`src/hdl/aoc_pkg.sv`:
```
// shared constants and types for the analog output controller and its channel controllers
package aoc_pkg;

  // apb register map of the controller, byte addresses
  localparam int           APB_ADDR_W   = 8;
  localparam logic [7:0]   REG_INSTR    = 8'h00;   // write: instruction code and device address
  localparam logic [7:0]   REG_COUNT    = 8'h04;   // read/write: conversions per start
  localparam logic [7:0]   REG_RESULT   = 8'h08;   // read: status of the last instruction
  localparam logic [7:0]   REG_STATE    = 8'h0C;   // read: live state and remaining count

  // instruction register fields
  localparam int           INSTR_CODE_LSB = 0;
  localparam int           INSTR_ADDR_LSB = 8;
  localparam logic [2:0]   I_START      = 3'h1;
  localparam logic [2:0]   I_TEST       = 3'h2;
  localparam logic [2:0]   I_HALT       = 3'h3;
  localparam logic [2:0]   I_TDV        = 3'h4;
  localparam logic [2:0]   I_ACK        = 3'h5;

  // result register bit positions
  localparam int           RES_ADDR_OK  = 0;
  localparam int           RES_BUSY     = 1;
  localparam int           RES_INT_PEND = 2;
  localparam int           RES_UNUSUAL  = 3;
  localparam int           RES_SIO_OK   = 4;
  localparam int           RES_SIO_DONE = 5;
  localparam int           RES_HIO_BUSY = 6;
  localparam int           RES_RATE_ERR = 7;
  localparam int           RES_FCU      = 8;
  localparam int           RES_CAUSE    = 10;   // two bits

  // interrupt causes
  localparam logic [1:0]   CAUSE_NONE    = 2'h0;
  localparam logic [1:0]   CAUSE_CHEND   = 2'h1;
  localparam logic [1:0]   CAUSE_UNUSUAL = 2'h2;

  // channel order and record control codes
  localparam logic [7:0]   ORDER_WRITE  = 8'h01;
  localparam logic [1:0]   CODE_LOAD    = 2'h0;
  localparam logic [1:0]   CODE_XFER    = 2'h1;
  localparam logic [1:0]   CODE_EXT     = 2'h3;

  // record layout, first byte fetched lands in the top byte
  localparam int           REC_CODE_LSB = 30;   // control bits 0-1
  localparam int           REC_SEL_LSB  = 16;   // converter address byte
  localparam int           SEL_CTRL_LSB = 4;    // channel controller nibble of the select byte
  localparam int           BYTES_PER_REC = 4;

  // bus geometry
  localparam int           NUM_CTRL     = 16;
  localparam int           CONV_PER_CTRL = 16;

  // pulse timing
  localparam int           CLK_FREQ_MHZ = 100;
  localparam int           STROBE_NS    = 1000;
  localparam int           CONVERT_NS   = 1000;
  localparam int           STROBE_CYC   = (STROBE_NS * CLK_FREQ_MHZ + 999) / 1000;
  localparam int           CONVERT_CYC  = (CONVERT_NS * CLK_FREQ_MHZ + 999) / 1000;
  localparam int           TIMER_W      = 8;

  // controller sequencing states
  typedef enum logic [3:0] {
    ST_IDLE    = 4'b0000,
    ST_ORDER   = 4'b0001,
    ST_FETCH   = 4'b0010,
    ST_SETUP   = 4'b0011,
    ST_STROBE  = 4'b0100,
    ST_HOLD    = 4'b0101,
    ST_CONVERT = 4'b0110,
    ST_WAITEXT = 4'b0111,
    ST_NEXT    = 4'b1000
  } aoc_state_e;

endpackage

```
`src/hdl/aoc_dac_bus_if.sv`:
```
// data/control bus from the controller to the d-to-a channel controllers
`timescale 1ns/1ps
interface aoc_dac_bus_if;
  logic [15:0] data;     // conversion word
  logic [7:0]  sel;      // channel controller and converter select
  logic        strobe;   // select lines valid
  logic        convert;  // common rank transfer

  modport ctl (output data, output sel, output strobe, output convert);
  modport chan (input data, input sel, input strobe, input convert);
endinterface

```
`src/hdl/aoc_controller.sv`:
```
// analog output controller: i/o channel side, apb instruction registers, d-to-a bus driver
//
// Functional notes
// - sixteen channel controllers, one i/o channel
// - converters double-ranked, second rank converted
// - convert reaches all converters at once
// - start requests order, expects write order 01
// - four bytes fetched per conversion
// - repeat until programmed conversion count done
// - unusual end on halt or rate error
// - channel end when last conversion starts
// - respond only to switch-set device address
// - start/test/halt return common plus specific status
// - test device returns rate error, frequency unit
// - acknowledge returns interrupt cause
// - record: control, unit number, data word
// - code 00 loads first rank only
// - code 01 loads then pulses convert
// - code 11 loads, waits external transfer
// - unit byte: controller nibble, converter nibble
// - data is left-justified two's complement
// - data lines stable throughout strobe
// - select lines stable, decoded by controllers
// - select strobe one microsecond wide
// - common convert pulse one microsecond
//
// The register offsets and the APB register port are this design's own decisions.
`timescale 1ns/1ps
module aoc_controller
  import aoc_pkg::*;
#(
  parameter int COUNT_W = 16                  // width of the conversion counter
) (
  input  wire logic                  CLOCK,
  input  wire logic                  RESET_N,
  // apb slave
  input  wire logic                  PSEL,
  input  wire logic                  PENABLE,
  input  wire logic                  PWRITE,
  input  wire logic [APB_ADDR_W-1:0] PADDR,
  input  wire logic [31:0]           PWDATA,
  output logic      [31:0]           PRDATA,
  output logic                       PREADY,
  output logic                       PSLVERR,
  // i/o channel byte service
  output logic                       ORDER_REQ,
  input  wire logic                  ORDER_VALID,
  input  wire logic [7:0]            ORDER_BYTE,
  output logic                       DATA_REQ,
  input  wire logic                  DATA_VALID,
  input  wire logic [7:0]            DATA_BYTE,
  input  wire logic                  CHANNEL_HALT,
  output logic                       UNUSUAL_END,
  output logic                       CHANNEL_END,
  // pins
  input  wire logic [7:0]            DEV_SWITCH,
  input  wire logic                  EXT_TRANSFER,
  input  wire logic                  FCU_PRESENT,
  // d-to-a bus
  aoc_dac_bus_if.ctl                 bus
);

  // refuse widths the counter and timers cannot serve
  if (COUNT_W < 1 || COUNT_W > 32) begin : g_bad_count
    $error("COUNT_W must be 1 to 32");
  end
  if (STROBE_CYC < 1 || STROBE_CYC >= (1 << TIMER_W) || CONVERT_CYC >= (1 << TIMER_W)) begin : g_bad_timer
    $error("pulse length does not fit the timer");
  end

  // every piece of state in one record
  typedef struct packed {
    aoc_state_e         state;
    logic [1:0]         byte_idx;     // bytes of the record taken so far
    logic [31:0]        rec;          // assembled record
    logic [COUNT_W-1:0] remain;       // conversions still to do
    logic [COUNT_W-1:0] count_cfg;    // programmed conversions per start
    logic [TIMER_W-1:0] timer;        // pulse width down-counter
    logic               order_req;
    logic               data_req;
    logic [15:0]        data;
    logic [7:0]         sel;
    logic               strobe;
    logic               convert;
    logic               unusual_end;
    logic               channel_end;
    logic               int_pend;
    logic [1:0]         int_cause;
    logic               last_unusual;
    logic               rate_err;
    logic [15:0]        result;
    logic [7:0]         sw_s1;        // synchroniser first stages
    logic [7:0]         sw_s2;
    logic               ext_s1;
    logic               ext_s2;
    logic               ext_d;        // edge detector behind the synchroniser
    logic               fcu_s1;
    logic               fcu_s2;
    logic               pready;
    logic               pslverr;
    logic [31:0]        prdata;
  } aoc_ctl_s;

  aoc_ctl_s r;      // registered state
  aoc_ctl_s n;      // next state

  logic               busy;           // a start is in progress
  logic               ext_pulse;      // one cycle per external transfer edge
  logic               apb_wr;         // write completing this edge
  logic               instr_wr;       // write to the instruction register
  logic [2:0]         instr_code;
  logic               addr_ok;        // instruction names our switch address
  logic               do_halt;
  logic               abort;
  logic               rate_hit;

  // next-state logic
  always_comb begin
    n = r;
    n.unusual_end = 1'b0;
    n.channel_end = 1'b0;

    // pins pass two flip-flops before use
    n.sw_s1  = DEV_SWITCH;
    n.sw_s2  = r.sw_s1;
    n.ext_s1 = EXT_TRANSFER;
    n.ext_s2 = r.ext_s1;
    n.ext_d  = r.ext_s2;
    n.fcu_s1 = FCU_PRESENT;
    n.fcu_s2 = r.fcu_s1;
    ext_pulse = r.ext_s2 & ~r.ext_d;

    busy       = (r.state != ST_IDLE);
    apb_wr     = PSEL && PENABLE && PWRITE && r.pready;
    instr_wr   = apb_wr && (PADDR == REG_INSTR);
    instr_code = PWDATA[INSTR_CODE_LSB +: 3];
    addr_ok    = (PWDATA[INSTR_ADDR_LSB +: 8] == r.sw_s2);
    do_halt    = 1'b0;
    rate_hit   = 1'b0;

    // apb: ready one cycle after setup, read data captured with it
    n.pready  = PSEL && !PENABLE && !r.pready;
    n.pslverr = 1'b0;
    n.prdata  = 32'h0000_0000;
    if (PSEL && !PENABLE) begin
      case (PADDR)
        REG_INSTR:  n.prdata = 32'h0000_0000;
        REG_COUNT:  n.prdata = 32'(r.count_cfg);
        REG_RESULT: n.prdata = 32'(r.result);
        REG_STATE:  n.prdata = {12'h000, r.remain[COUNT_W-1:0] & {COUNT_W{1'b1}}, 4'(r.state)} & 32'hFFFF_FFFF;
        default:    n.pslverr = 1'b1;     // unmapped address
      endcase
    end
    if (apb_wr && PADDR == REG_COUNT) begin
      n.count_cfg = PWDATA[COUNT_W-1:0];
    end

    // i/o instructions
    if (instr_wr) begin
      n.result = 16'h0000;
      if (addr_ok) begin
        n.result[RES_ADDR_OK] = 1'b1;
        case (instr_code)
          I_START: begin
            n.result[RES_BUSY]     = busy;
            n.result[RES_INT_PEND] = r.int_pend;
            n.result[RES_UNUSUAL]  = r.last_unusual;
            if (!busy && r.count_cfg != '0) begin
              n.result[RES_SIO_DONE] = 1'b1;
              n.state        = ST_ORDER;
              n.order_req    = 1'b1;
              n.remain       = r.count_cfg;
              n.last_unusual = 1'b0;
              n.rate_err     = 1'b0;
            end
          end
          I_TEST: begin
            n.result[RES_BUSY]     = busy;
            n.result[RES_INT_PEND] = r.int_pend;
            n.result[RES_UNUSUAL]  = r.last_unusual;
            n.result[RES_SIO_OK]   = !busy && r.count_cfg != '0;
          end
          I_HALT: begin
            n.result[RES_BUSY]     = busy;
            n.result[RES_INT_PEND] = r.int_pend;
            n.result[RES_UNUSUAL]  = r.last_unusual;
            n.result[RES_HIO_BUSY] = busy;
            do_halt = busy;
          end
          I_TDV: begin
            n.result[RES_RATE_ERR] = r.rate_err;
            n.result[RES_FCU]      = r.fcu_s2;
          end
          I_ACK: begin
            n.result[RES_INT_PEND] = r.int_pend;
            n.result[RES_CAUSE +: 2] = r.int_cause;
            n.int_pend  = 1'b0;    // later events in this cycle set it again
            n.int_cause = CAUSE_NONE;
          end
          default: n.result = 16'h0000;
        endcase
      end
    end

    // conversion sequencer
    case (r.state)
      ST_IDLE: begin
        n.strobe = 1'b0;
      end
      ST_ORDER: begin
        if (ORDER_VALID) begin
          n.order_req = 1'b0;
          if (ORDER_BYTE == ORDER_WRITE) begin
            n.state    = ST_FETCH;
            n.data_req = 1'b1;
            n.byte_idx = 2'h0;
          end else begin
            do_halt = 1'b1;                                 // unknown order ends abnormally
          end
        end
      end
      ST_FETCH: begin
        if (DATA_VALID) begin
          n.rec      = {r.rec[23:0], DATA_BYTE};
          n.byte_idx = r.byte_idx + 2'h1;
          if (r.byte_idx == 2'(BYTES_PER_REC - 1)) begin
            n.data_req = 1'b0;
            n.data     = {r.rec[7:0], DATA_BYTE};
            n.sel      = r.rec[15:8];
            n.state    = ST_SETUP;
          end
        end
      end
      ST_SETUP: begin
        // lines settled a cycle before the strobe rises
        n.strobe = 1'b1;
        n.timer  = TIMER_W'(STROBE_CYC - 1);
        n.state  = ST_STROBE;
        if (r.remain == COUNT_W'(1)) begin
          n.channel_end = 1'b1;
          n.int_pend    = 1'b1;
          n.int_cause   = CAUSE_CHEND;
        end
      end
      ST_STROBE: begin
        if (r.timer == '0) begin
          n.strobe = 1'b0;
          n.state  = ST_HOLD;
        end else begin
          n.timer = r.timer - TIMER_W'(1);
        end
      end
      ST_HOLD: begin
        case (r.rec[REC_CODE_LSB +: 2])
          CODE_XFER: begin
            n.convert = 1'b1;
            n.timer   = TIMER_W'(CONVERT_CYC - 1);
            n.state   = ST_CONVERT;
          end
          CODE_EXT:  n.state = ST_WAITEXT;
          default:   n.state = ST_NEXT;
        endcase
      end
      ST_WAITEXT: begin
        if (ext_pulse) begin
          n.convert = 1'b1;
          n.timer   = TIMER_W'(CONVERT_CYC - 1);
          n.state   = ST_CONVERT;
        end
      end
      ST_CONVERT: begin
        if (r.timer == '0) begin
          n.convert = 1'b0;
          n.state   = ST_NEXT;
        end else begin
          n.timer = r.timer - TIMER_W'(1);
        end
      end
      ST_NEXT: begin
        n.remain = r.remain - COUNT_W'(1);
        if (r.remain == COUNT_W'(1)) begin
          n.state = ST_IDLE;
        end else begin
          n.state    = ST_FETCH;
          n.data_req = 1'b1;
          n.byte_idx = 2'h0;
        end
      end
      default: n.state = ST_IDLE;
    endcase

    // abnormal end overrides the sequencer
    rate_hit = busy && ext_pulse && (r.state != ST_WAITEXT);
    abort    = do_halt || (busy && CHANNEL_HALT) || rate_hit;
    if (abort) begin
      n.state        = ST_IDLE;
      n.order_req    = 1'b0;
      n.data_req     = 1'b0;
      n.strobe       = 1'b0;
      n.convert      = 1'b0;
      n.unusual_end  = 1'b1;
      n.last_unusual = 1'b1;
      n.int_pend     = 1'b1;
      n.int_cause    = CAUSE_UNUSUAL;
      n.rate_err     = r.rate_err | rate_hit;
    end
  end

  // single state register, constants on reset
  always_ff @(posedge CLOCK or negedge RESET_N) begin
    if (!RESET_N) begin
      r       <= '0;
      r.state <= ST_IDLE;
    end else begin
      r <= n;
    end
  end

  // outputs straight from the state register
  assign PRDATA      = r.prdata;
  assign PREADY      = r.pready;
  assign PSLVERR     = r.pslverr;
  assign ORDER_REQ   = r.order_req;
  assign DATA_REQ    = r.data_req;
  assign UNUSUAL_END = r.unusual_end;
  assign CHANNEL_END = r.channel_end;
  assign bus.data    = r.data;
  assign bus.sel     = r.sel;
  assign bus.strobe  = r.strobe;
  assign bus.convert = r.convert;

endmodule

```
`src/flat_wrapper.sv`:
```
// flat-port wrapper written by rule: the top's interface ports become plain ports
module aoc_controller_flat import aoc_pkg::*;
#(
  parameter int COUNT_W = 16                                                    
)
  (CLOCK, RESET_N, PSEL, PENABLE, PWRITE, PADDR, PWDATA, PRDATA, PREADY, PSLVERR, ORDER_REQ, ORDER_VALID, ORDER_BYTE, DATA_REQ, DATA_VALID, DATA_BYTE, CHANNEL_HALT, UNUSUAL_END, CHANNEL_END, DEV_SWITCH, EXT_TRANSFER, FCU_PRESENT, bus_data, bus_sel, bus_strobe, bus_convert);
  aoc_dac_bus_if bus_i ();
  input  wire logic CLOCK;
  input  wire logic RESET_N;
  input  wire logic PSEL;
  input  wire logic PENABLE;
  input  wire logic PWRITE;
  input  wire logic [APB_ADDR_W-1:0] PADDR;
  input  wire logic [31:0] PWDATA;
  output logic      [31:0] PRDATA;
  output logic PREADY;
  output logic PSLVERR;
  output logic ORDER_REQ;
  input  wire logic ORDER_VALID;
  input  wire logic [7:0] ORDER_BYTE;
  output logic DATA_REQ;
  input  wire logic DATA_VALID;
  input  wire logic [7:0] DATA_BYTE;
  input  wire logic CHANNEL_HALT;
  output logic UNUSUAL_END;
  output logic CHANNEL_END;
  input  wire logic [7:0] DEV_SWITCH;
  input  wire logic EXT_TRANSFER;
  input  wire logic FCU_PRESENT;
  output wire logic [$bits(bus_i.data)-1:0] bus_data;
  output wire logic [$bits(bus_i.sel)-1:0] bus_sel;
  output wire logic [$bits(bus_i.strobe)-1:0] bus_strobe;
  output wire logic [$bits(bus_i.convert)-1:0] bus_convert;
  assign bus_data = bus_i.data;
  assign bus_sel = bus_i.sel;
  assign bus_strobe = bus_i.strobe;
  assign bus_convert = bus_i.convert;
  aoc_controller #(.COUNT_W(COUNT_W)) u_core (.CLOCK(CLOCK), .RESET_N(RESET_N), .PSEL(PSEL), .PENABLE(PENABLE), .PWRITE(PWRITE), .PADDR(PADDR), .PWDATA(PWDATA), .PRDATA(PRDATA), .PREADY(PREADY), .PSLVERR(PSLVERR), .ORDER_REQ(ORDER_REQ), .ORDER_VALID(ORDER_VALID), .ORDER_BYTE(ORDER_BYTE), .DATA_REQ(DATA_REQ), .DATA_VALID(DATA_VALID), .DATA_BYTE(DATA_BYTE), .CHANNEL_HALT(CHANNEL_HALT), .UNUSUAL_END(UNUSUAL_END), .CHANNEL_END(CHANNEL_END), .DEV_SWITCH(DEV_SWITCH), .EXT_TRANSFER(EXT_TRANSFER), .FCU_PRESENT(FCU_PRESENT), .bus(bus_i));
endmodule
```
`config.mk`:
```
export PLATFORM = sky130hd
export DESIGN_NAME = aoc_controller_flat
export DESIGN_NICKNAME = d
export VERILOG_FILES = /design/src/hdl/aoc_pkg.sv /design/src/hdl/aoc_dac_bus_if.sv /design/src/hdl/aoc_controller.sv /design/src/flat_wrapper.sv
export SDC_FILE = /design/constraint.sdc
export NUM_CORES = 1
export LEC_CHECK = 0
export ABC_AREA = 1
export BUFFER_PORTS_ARGS = -buffer_cell sky130_fd_sc_hd__buf_2
export CAP_MARGIN = 20
export CORE_UTILIZATION = 60
export CTS_CLUSTER_DIAMETER = 120
export CTS_CLUSTER_SIZE = 20
export DETAILED_ROUTE_END_ITERATION = 7
export GPL_ROUTABILITY_DRIVEN = 0
export HOLD_SLACK_MARGIN = 0.03
export PLACE_DENSITY = 0.88
export SYNTH_ARGS = -nofsm -noshare
export SYNTH_HDL_FRONTEND = slang
export SYNTH_SLANG_ARGS = --single-unit
export TNS_END_PERCENT = 30
```
`constraint.sdc`:
```
create_clock -name CLOCK -period 3.7 [get_ports CLOCK]
set_input_delay 0.925 -clock CLOCK [delete_from_list [all_inputs] [get_ports CLOCK]]
set_output_delay 0.925 -clock CLOCK [all_outputs]
set_load 0.1 [all_outputs]
```
; ---- Word level (Yosys, flattened, before mapping)
; Cells that the tools add are included.
[word_totals]
elab_cells = 192
output_inout_bits = 64
reg_bits = 184
[op_classes]
reduce_logical = 48
eq_ne = 39
n_addsub = 3
n_mux = 70
bitwise = 3
[op_table]
columns = cell, n
row1 = 16-bit two-way mux, 5
row2 = 20-bit one-hot mux with 3 select lines, 1
row3 = 25-bit two-way mux, 2
row4 = 4-bit two-way mux, 11
row5 = 21-bit two-way mux, 2
row6 = 38-bit two-way mux, 1
row7 = 4-bit one-hot mux with 9 select lines, 1
row8 = 33-bit two-way mux, 1
row9 = 8-bit one-hot mux with 4 select lines, 1
row10 = 1-bit two-way mux, 24
row11 = 8-bit two-way mux, 3
row12 = 4-bit nonzero test, 5
row13 = 16-bit by 1-bit equality test with 1-bit output (second input constant), 1
row14 = 4-bit by 3-bit equality test with 1-bit output (second input constant), 4
row15 = 8-bit by 4-bit equality test with 1-bit output (second input constant), 2
row16 = 8-bit logical NOT, 2
row17 = 2-bit two-way mux, 8
row18 = 4-bit AND reduction, 4
row19 = 16-bit nonzero test, 1
row20 = 2-bit nonzero test, 8
row21 = 16-bit by 1-bit subtractor with 16-bit output (second input constant), 1
row22 = 3-bit by 1-bit != test with 1-bit output (second input constant), 5
row23 = 6-bit two-way mux, 2
row24 = 3-bit by 2-bit != test with 1-bit output (second input constant), 4
row25 = other kinds (37), 64

; ---- Logic depth before layout (Yosys ltp)
; Gate-level depths: netlist of the first run.
[logic_depth]
word_depth = 12
depth_mapped = 12
depth_no_buf = 12

; ---- Worst setup path before layout of the first run
; No wires, ideal clock.
[synth_path]
kind = input -> register
start = input PADDR[7]
end = register u_core.r[132] in the netlist's numbering
cell_stages = 9
arrival_time_ns = 1.944
slack_ns = 1.629
path_cell_list = nor2_1 -> nand2_1 -> nor2_2 -> nand2_2 -> nor2_1 -> nand3_2 -> nand2_2 -> buf_4 -> o21ai_0
[synth_via]
elab_chain_cells = 4
[synth_rtl]
columns = element, line_no
row1 = start: declaration, flat_wrapper.sv:13  ; input wire logic [APB_ADDR_W-1:0] PADDR;
row2 = 8-bit logical NOT, aoc_controller.sv:135  ; instr_wr = apb_wr && (PADDR == REG_INSTR);
row3 = 1-bit logical AND, aoc_controller.sv:135
row4 = 2-bit nonzero test (no source line), -
row5 = 4-bit AND reduction (no source line), -
row6 = end signal: assignment, aoc_controller.sv:315  ; r <= n;
row7 = end: declaration, aoc_controller.sv:104  ; aoc_ctl_s r;
; Every way passes these cells.
; A chain may end at the register's enable or synchronous reset.

; ---- Worst setup path after layout of the first run
[layout_path]
start = register u_core.r[180] in the netlist's numbering
end = register u_core.r[139] in the netlist's numbering
[layout_via]
elab_chain_cells = 5
[layout_rtl]
columns = element, line_no
row1 = 4-bit nonzero test, aoc_controller.sv:133  ; busy = (r.state != ST_IDLE);
row2 = 1-bit logical NOT, aoc_controller.sv:168  ; if (!busy && r.count_cfg != '0) begin
row3 = 1-bit logical AND, aoc_controller.sv:168
row4 = 2-bit nonzero test (no source line), -
row5 = 4-bit AND reduction (no source line), -
; Several ways; a longest one is shown, not always the timed one.

==> run_results.csv, run 1 <==
group,metric,value,unit
timing,setup_tns,0,ns
timing,final.setup_skew,0.008699,ns
timing,finalSetupViolations,0,
layout,nNetsFinal,1060,
hold_path,worst_hold_path_type,"reg -> reg",
power_and_ir_drop,power.leakage,4.541,nW
timing,rsz0062_at_grt,"false",
power_and_ir_drop,power_density,443.0,nW/um^2
synth,synthSimpleGateAreaFrac,22.49,%
routing,drt_pass1_iterations,5,
cts,post-cts-setup-buffers,0,
run,drv_cap,0,
floorplan,die_w,114.2,microns
global_route,grt_usage,27.93,%
cts,cts_made_buffers,17,
synth,muxShareOfSynthArea,0.1491,%
synth,yosys-top-cells-area,"dfrtp_1 51%, nand2_1 12%, buf_4 5.8%, inv_1 5.6%, o21ai_0 4.6%",
global_route,grt_overflow,0,
timing,hold_viol,0,
place,dpl.hpwl,11.60,mm
global_route,grt_max_degree,93,
setup_path,crit_path_max_fanout,30,
synth,synth_cell_types,40,
cts,clk_pin_slew,0.06,ns
setup_path,required,4.04,ns
global_route,antenna_found_initial,0,
global_route,grt_pass1_wl,27.76,mm
timing,fmax,413.4,MHz
floorplan,io_pins,138,
setup_path,max_stage_delay,0.57,ns
layout,final_cell_mix,"246 x nand2_1, 155 x dfrtp_1, 112 x inv_1",
timing,tightest_slew,0.8300,ns
timing,finalCritPeriodShare,65.38,%
layout,final_area,8471,sq um
synth,synth-xor-area-share,1.044,%
synth,ys.flop_type,"dfrtp_1",
routing,ant_nets,0,
synth,synth_area,7551,sq um
setup_path,arrival,2.76,ns
layout,final_cell_count_no_fill,1162,
synth,synthAdderAreaFrac,0.8285,%
synth,ys_ff_latch,155,
routing,drt_iter0_drc,576,
timing,fin_crit,2.419,ns
floorplan,num_rows,40,
routing,routedWlPerCell,14.57,microns
synth,synth_warnings,0,
cts,cts.sink_count,155,
layout,diodes,0,
status,status,"finished, final reports clean",
timing,maxSlewHeadroom,44.67,%
cts,root_buffer,"clkbuf_16",
floorplan,initial_core_util,62.09,%
synth,synth_top_family_by_area,"simple AND/OR/NAND/NOR gates",
synth,syn_area_per_cell,8.280,sq um
routing,drc,0,
floorplan,die_h,114.2,microns
setup_path,path_class,"reg -> reg",
synth,synth_area_leader_cell,"dfrtp_1",
layout,final_common_cell,"nand2_1",
synth,synth_cells,912,
routing,totalWireLength,16.94,mm
place,dp_cells,1130,
place,port_buffers,109,
floorplan,dieArea,13040,sq um
layout,area_delta_synth_final,12.18,%
routing,viasPerCell,5.300,
cts,cts_tree,"yes",
setup_path,cp-start-kind,"flop",
synth,synth_compound_area_share,10.72,%
routing,num_vias,6159,
synth,yosysTopAreaCellShare,51.37,%
synth,synth_edf_count,0,
setup_path,crit_top_cell,"inv_2",
power_and_ir_drop,ir_drop,0.3636,mV
cts,cts_hold_buf,0,
global_route,grt_pass1_vias,5839,
place,placed_area,7838,sq um
cts,htreeDepth,4,
setup_path,cp_cell_sequence,"nor2_2, inv_2, nor3_4, inv_2, nand2_2, o21ai_1, o21ai_0",
floorplan,core_area,12160,sq um
layout,final_util,69.65,%
cts,clk_latency,0.43,ns
timing,final_max_slew_viol_count,0,
synth,yosysSeqAreaShare,51.37,%
layout,drive_above_1_share,17.61,%
cts,cts.repair.resized,0,
cts,clock_path_buffers,2,
setup_path,critPathSlowestCell,"nor3_4",
synth,synth-async-reset-ratio,100.0,%
setup_path,worstSetupEndpointType,"flop",
kinds of logic (layout without fill, tap and decap cells):
group,count (synthesis),count (layout)
buffers and inverters,196,267
AO/OA/AOI/OAI,149,149
flip-flops,155,155
other,1,12
XOR/XNOR,9,9
AND/OR/NAND/NOR,396,396
multiplexers,1,1
adder cells (fa/ha/maj),5,5
metal layers:
metal  share of wire, %  vias to the layer above  track usage (%)
met2                 49                      282            46.51
met5                  0                        -                0
met4                3.7                        0            15.67
met1                 40                     2865            33.87
li1                   -                     2959                -
met3                6.5                       53            6.088
worst paths after layout:
| check | startpoint | endpoint | slack (ns) | cells past startpoint |
|---|---|---|---|---|
| setup / recovery | u_core.r[180] | u_core.r[139] | 1.28 | 7 |
| hold / removal | u_core.n[42] | u_core.r[42] | 0.35 | 0 |
| setup reg to reg | u_core.r[180] | u_core.r[139] | 1.28 | 7 |
| hold reg to reg | u_core.n[42] | u_core.r[42] | 0.35 | 0 |
| max in group asynchronous | RESET_N | u_core.r[178] | 2.31 | 2 |
| min in group asynchronous | RESET_N | u_core.PRDATA[17] | 0.56 | 1 |
per-stage QoR:
stage	hold WS, ns	total power [mW]	setup slack [ns]
after floorplan	0.3312	1.847	1.629
after global placement	0.3340	1.912	0.9624
after detailed placement	0.3355	1.917	0.8865
after CTS	0.3492	3.767	1.298
after global routing	0.3512	3.850	1.058
final	0.3483	3.752	1.281
critical path: cells and delay by family (launching register included):
| kind | cells | cell delay [ns] |
|---|---|---|
| simple gates | 3 | 1.24 |
| flops | 1 | 0.46 |
| buf+inv | 2 | 0.38 |
| compound gates | 2 | 0.24 |
report_power, final:
part           total [mW]  switching [mW]  internal (mW)
clock network        1.87           0.713           1.15
registers            1.71         0.00613           1.71
logic               0.170           0.134         0.0361
flip-flops by register name (all words and copies together) (netlist names):
signal	flops
u_core.CHANNEL_END	1
u_core.DATA_REQ	1
u_core.ORDER_REQ	1
u_core.PRDATA	20
u_core.PREADY	1
u_core.PSLVERR	1
u_core.UNUSUAL_END	1
u_core.bus.convert	1
u_core.bus.data	16
u_core.bus.sel	8
u_core.bus.strobe	1
u_core.n	11
u_core.r	92
cell usage after synthesis (all sizes together) (3+ instances only):
| library cell | count |
|---|---|
| nand2 | 251 |
| dfrtp | 155 |
| inv | 120 |
| o21ai | 101 |
| nor2 | 89 |
| buf | 72 |
| nand3 | 28 |
| a21oi | 27 |
| nor3 | 14 |
| nand4 | 10 |
| xor2 | 8 |
| o221ai | 7 |
| o211ai | 6 |
| ha | 5 |
| clkbuf | 3 |
| o22ai | 3 |
| or2 | 3 |
layout make-up:
cell class,count,area [sq um]
clock buffer,20,446.7
clock inverter,12,186.4
fill,919,3691
inverter,121,454.2
multi-input combinational,572,2705
sequential,155,3879
tap,168,210.2
timing repair buffer,114,589.3
No activity file was read; power rests on OpenSTA's default activity.
==> run 2, diff against run 1 <==
--- a/config.mk
+++ b/config.mk
@@ -8,13 +8,13 @@
 export ABC_AREA = 1
 export BUFFER_PORTS_ARGS = -buffer_cell sky130_fd_sc_hd__buf_2
 export CAP_MARGIN = 20
-export CORE_UTILIZATION = 60
+export CORE_UTILIZATION = 51
 export CTS_CLUSTER_DIAMETER = 120
 export CTS_CLUSTER_SIZE = 20
 export DETAILED_ROUTE_END_ITERATION = 7
 export GPL_ROUTABILITY_DRIVEN = 0
 export HOLD_SLACK_MARGIN = 0.03
-export PLACE_DENSITY = 0.88
+export PLACE_DENSITY = 0.8
 export SYNTH_ARGS = -nofsm -noshare
 export SYNTH_HDL_FRONTEND = slang
 export SYNTH_SLANG_ARGS = --single-unit
==> constraint.sdc (replaced) <==
create_clock -name CLOCK -period 2.2 [get_ports CLOCK]
set_input_delay 0.55 -clock CLOCK [delete_from_list [all_inputs] [get_ports CLOCK]]
set_output_delay 0.55 -clock CLOCK [all_outputs]
set_load 0.1 [all_outputs]
==> run_results.csv, run 2 (synthesis gave the netlist of run 1 again) <==
group,metric,value,unit
routing,routedWlPerCell,13.38,microns
global_route,antenna_found_initial,1,
cts,cts_made_buffers,17,
global_route,grt_pass1_vias,5649,
global_route,grt_overflow,0,
setup_path,r2r-end,"u_core.bus.data[9]",
routing,drt_iter0_drc,570,
cts,cts_hold_buf,0,
global_route,grt_pass1_wl,26.20,mm
timing,finalCritPeriodShare,86.12,%
setup_path,worstSetupEndpointType,"flop",
setup_path,arrival,2.19,ns
global_route,grt_max_degree,55,
routing,totalWireLength,15.93,mm
timing,fmax,527.8,MHz
timing,tightest_slew,0.6747,ns
layout,final_cell_mix,"246 x nand2_1, 155 x dfrtp_1, 112 x inv_1",
routing,drc,0,
timing,fin_crit,1.895,ns
place,dpl.hpwl,11.34,mm
floorplan,io_pins,138,
cts,clk_latency,0.43,ns
timing,hold_viol,0,
cts,clock_path_buffers,2,
layout,final_common_cell,"nand2_1",
cts,root_buffer,"clkbuf_16",
layout,nNetsFinal,1072,
routing,drt_pass1_iterations,5,
setup_path,cp-start-kind,"flop",
layout,area_delta_synth_final,13.57,%
routing,ant_nets,0,
timing,final_max_slew_viol_count,0,
floorplan,num_rows,44,
global_route,grt_usage,22.59,%
cts,post-cts-setup-buffers,0,
floorplan,dieArea,15300,sq um
hold_path,worst_hold_path_type,"in -> async",
setup_path,r2r_cells,8,
setup_path,r2r_slack,0.31,ns
power_and_ir_drop,power_density,703.3,nW/um^2
setup_path,crit_path_max_fanout,42,
timing,rsz0062_at_grt,"false",
timing,maxSlewHeadroom,54.67,%
cts,cts.repair.resized,0,
floorplan,die_w,123.7,microns
setup_path,r2r-start,"u_core.r[183]",
timing,finalSetupViolations,0,
run,drv_cap,0,
layout,largest_reg_flops,92,
cts,cts.sink_count,155,
layout,regMostFlops,"u_core.r",
floorplan,die_h,123.7,microns
place,port_buffers,109,
cts,clk_pin_slew,0.07,ns
floorplan,initial_core_util,52.15,%
timing,final.setup_skew,0.009919,ns
setup_path,path_class,"reg -> reg",
routing,viasPerCell,5.107,
timing,setup_tns,0,ns
layout,drive_above_1_share,18.79,%
routing,num_vias,6083,
floorplan,core_area,14480,sq um
setup_path,required,2.49,ns
status,status,"finished, final reports clean",
cts,htreeDepth,4,
cts,cts_tree,"yes",
power_and_ir_drop,power.leakage,4.594,nW
power_and_ir_drop,ir_drop,0.4790,mV
power_and_ir_drop,power,6.031,mW
[run 2: cell count changes in the layout (fill, tap and decap cells not counted)]
cell and change:
clkbuf_1 -2, inv_6 -1, bufinv_16 -4, diode_2 +1, buf_4 +9, inv_8 +6
clkinv_4 -1, buf_12 +3, clkinv_8 +2
[run 2: layout make-up]
| type | instances | area [sq um] |
|---|---|---|
| clock buffers | 18 | 439.2 |
| clock inverters | 14 | 148.9 |
| inverters | 121 | 454.2 |
| well taps | 184 | 230.2 |
| fillers | 1244 | 5903 |
| repair buffers | 126 | 716.9 |
| diodes | 1 | 2.502 |
| flip-flops and latches | 155 | 3879 |
| multi-input cells | 572 | 2705 |
[run 2: power breakdown]
group | leakage [nW] | total, mW | internal, mW | switching (mW)
Clock | 0.280 | 2.86 | 1.54 | 1.31
Sequential | 2.04 | 2.88 | 2.87 | 0.00906
Combinational | 2.27 | 0.294 | 0.0704 | 0.224
[run 2: worst max-delay path, stage by stage (launching register included)]
cell	delay, ns
dfrtp_1	0.45
nor2_4	0.20
inv_2	0.06
nor3_4	0.24
nand2_4	0.11
nor2_8	0.16
inv_2	0.28
nand2_1	0.15
o21ai_1	0.08
[run 2: layer usage]
| metal | global-route usage, % | part of all wire, % | up-vias |
|---|---|---|---|
| met4 | 10.09 | 2.7 | 0 |
| met1 | 27.14 | 40 | 2850 |
| met2 | 38.09 | 50 | 216 |
| met5 | 0 | 0 | - |
| met3 | 5.861 | 6.9 | 36 |
| li1 | - | - | 2981 |
[run 2: worst max-delay path by stage]
stage                  start            endpoint  slack [ns]  cells past startpoint
3_3_place_gp        PADDR[7]  u_core.bus.convert        0.23                     11
5_1_grt        u_core.r[183]  u_core.bus.data[8]        0.16                      8
4_1_cts        u_core.r[183]  u_core.bus.data[9]        0.33                      8
2_1_floorplan  u_core.PREADY       u_core.r[132]        0.21                      8
6_report       u_core.r[183]  u_core.bus.data[9]        0.31                      8
3_5_place_dp        PADDR[7]       u_core.r[143]        0.20                     11
[run 2: through the flow]
step	instances	worst slack (ns)	cell area (sq um)	util, %	hold WS [ns]
floorplan	923	0.2136	7592	-	0.2544
global placement	1158	0.2314	7985	55.15	0.3337
CTS	1190	0.3322	8573	59.21	0.08062
finish	1191	0.3054	8576	59.23	0.07322
global route	1191	0.1627	8576	59.23	0.1024
detailed placement	1158	0.2046	7985	55.15	0.3347
==> run 3, diff against run 2 <==
--- a/config.mk
+++ b/config.mk
@@ -15,6 +15,7 @@
 export GPL_ROUTABILITY_DRIVEN = 0
 export HOLD_SLACK_MARGIN = 0.03
 export PLACE_DENSITY = 0.8
+export REMOVE_ABC_BUFFERS = 1
 export SYNTH_ARGS = -nofsm -noshare
 export SYNTH_HDL_FRONTEND = slang
 export SYNTH_SLANG_ARGS = --single-unit
==> constraint.sdc (replaced) <==
create_clock -name CLOCK -period 2.2 [get_ports CLOCK]
set_input_delay 0.55 -clock CLOCK [delete_from_list [all_inputs] [get_ports CLOCK]]
set_output_delay 0.55 -clock CLOCK [all_outputs]
set_load 0.02 [all_outputs]
==> run_results.csv, run 3 (synthesis gave the netlist of run 1 again) <==
group,metric,value,unit
timing,finalSetupViolations,0,
setup_path,cp_cell_sequence,"nor2_4, inv_2, nor3_4, nand2_4, nor2_8, inv_2, nand2_1, o21ai_1",
setup_path,critPathSlowestCell,"dfrtp_1",
routing,num_vias,5953,
setup_path,arrival,2.17,ns
timing,maxSlewHeadroom,55.11,%
routing,drt_pass1_iterations,5,
layout,final_common_cell,"nand2_1",
status,status,"finished, final reports clean",
routing,totalWireLength,15.77,mm
power_and_ir_drop,power,5.923,mW
setup_path,r2r_cells,8,
setup_path,crit_path_max_fanout,42,
timing,tightest_slew,0.6724,ns
setup_path,crit_family,"simple AND/OR/NAND/NOR gates",
layout,final_cell_count_no_fill,1191,
floorplan,die_h,123.7,microns
cts,cts_hold_buf,0,
routing,routedWlPerCell,13.24,microns
floorplan,die_w,123.7,microns
setup_path,r2r-end,"u_core.bus.data[5]",
cts,cts.sink_count,155,
floorplan,dieArea,15300,sq um
timing,hold_viol,0,
layout,diodes,0,
cts,clk_pin_slew,0.06,ns
floorplan,num_rows,44,
routing,ant_nets,0,
layout,final_cell_mix,"246 x nand2_1, 155 x dfrtp_1, 112 x inv_1",
setup_path,r2r-start,"u_core.r[183]",
global_route,grt_pass1_wl,25.53,mm
layout,area_delta_synth_final,13.36,%
timing,fin_crit,1.875,ns
floorplan,initial_core_util,52.15,%
hold_path,worst_hold_path_type,"in -> async",
setup_path,required,2.49,ns
routing,drt_iter0_drc,422,
global_route,grt_overflow,0,
setup_path,cp-start-kind,"flop",
layout,largest_reg_flops,92,
layout,drive_above_1_share,18.67,%
setup_path,crit_top_cell,"inv_2",
place,port_buffers,109,
cts,root_buffer,"clkbuf_16",
layout,regMostFlops,"u_core.r",
cts,htreeDepth,4,
timing,rsz0062_at_grt,"false",
place,dp_cells,1159,
layout,nNetsFinal,1073,
global_route,grt_max_degree,49,
layout,final_util,59.12,%
setup_path,path_class,"reg -> reg",
timing,final_max_slew_viol_count,0,
global_route,antenna_found_initial,0,
run,drv_cap,0,
place,post-place-ws,0.1754,ns
timing,whs,0.05965,ns
power_and_ir_drop,ir_drop,0.5008,mV
setup_path,max_stage_delay,0.44,ns
cts,cts.repair.resized,0,
cts,clock_path_buffers,2,
timing,fmax,533.4,MHz
cts,post-cts-setup-buffers,0,
power_and_ir_drop,power.leakage,4.590,nW
power_and_ir_drop,power_density,691.9,nW/um^2
cts,cts_made_buffers,17,
setup_path,worstSetupEndpointType,"flop",
global_route,grt_usage,21.93,%
timing,final.setup_skew,0.007494,ns
place,dpl.hpwl,11.45,mm
timing,setup_slack,0.3253,ns
setup_path,path_buf_inv,2,
floorplan,io_pins,138,
cts,clk_latency,0.43,ns
global_route,grt_pass1_vias,5520,
cts,cts_tree,"yes",
routing,drc,0,
floorplan,core_area,14480,sq um
timing,finalCritPeriodShare,85.21,%
setup_path,r2r_slack,0.33,ns
routing,viasPerCell,4.998,
[run 3: through the flow]
step | TNS [ns] | area (sq um)
detailed placement | 0 | 7993
CTS | 0 | 8559
global placement | 0 | 7993
global route | 0 | 8559
floorplan | -0.03900 | 7038
finish | 0 | 8559
[run 3: power breakdown]
part | switching [mW] | total (mW) | internal [mW]
Sequential | 0.00892 | 2.88 | 2.87
Combinational | 0.140 | 0.210 | 0.0695
Clock | 1.24 | 2.83 | 1.59
[run 3: how the worst max path moves through the flow]
stage,cells after the start,startpoint,to,slack [ns]
finish,8,u_core.r[183],u_core.bus.data[5],0.33
global route,8,u_core.r[183],u_core.bus.data[5],0.18
CTS,8,u_core.r[183],u_core.bus.data[5],0.31
detailed placement,11,PADDR[7],u_core.r[180],0.18
global placement,11,PADDR[7],u_core.bus.convert,0.21
floorplan,7,PADDR[7],u_core.r[120],-0.04
[run 3: layout make-up]
cell class | instances | area, sq um
clock buffer | 19 | 432.9
clock inverter | 13 | 133.9
fill | 1217 | 5919
inverter | 121 | 454.2
multi-input combinational | 572 | 2705
sequential | 155 | 3879
tap | 184 | 230.2
timing repair buffer | 127 | 724.4
[run 3: layer usage]
metal	up-vias	global-route usage [%]	routed length, microns
met5	-	0	0
met4	0	8.584	299
met3	29	5.907	927
met2	209	36.94	7905
met1	2741	26.72	6638
li1	2974	-	-
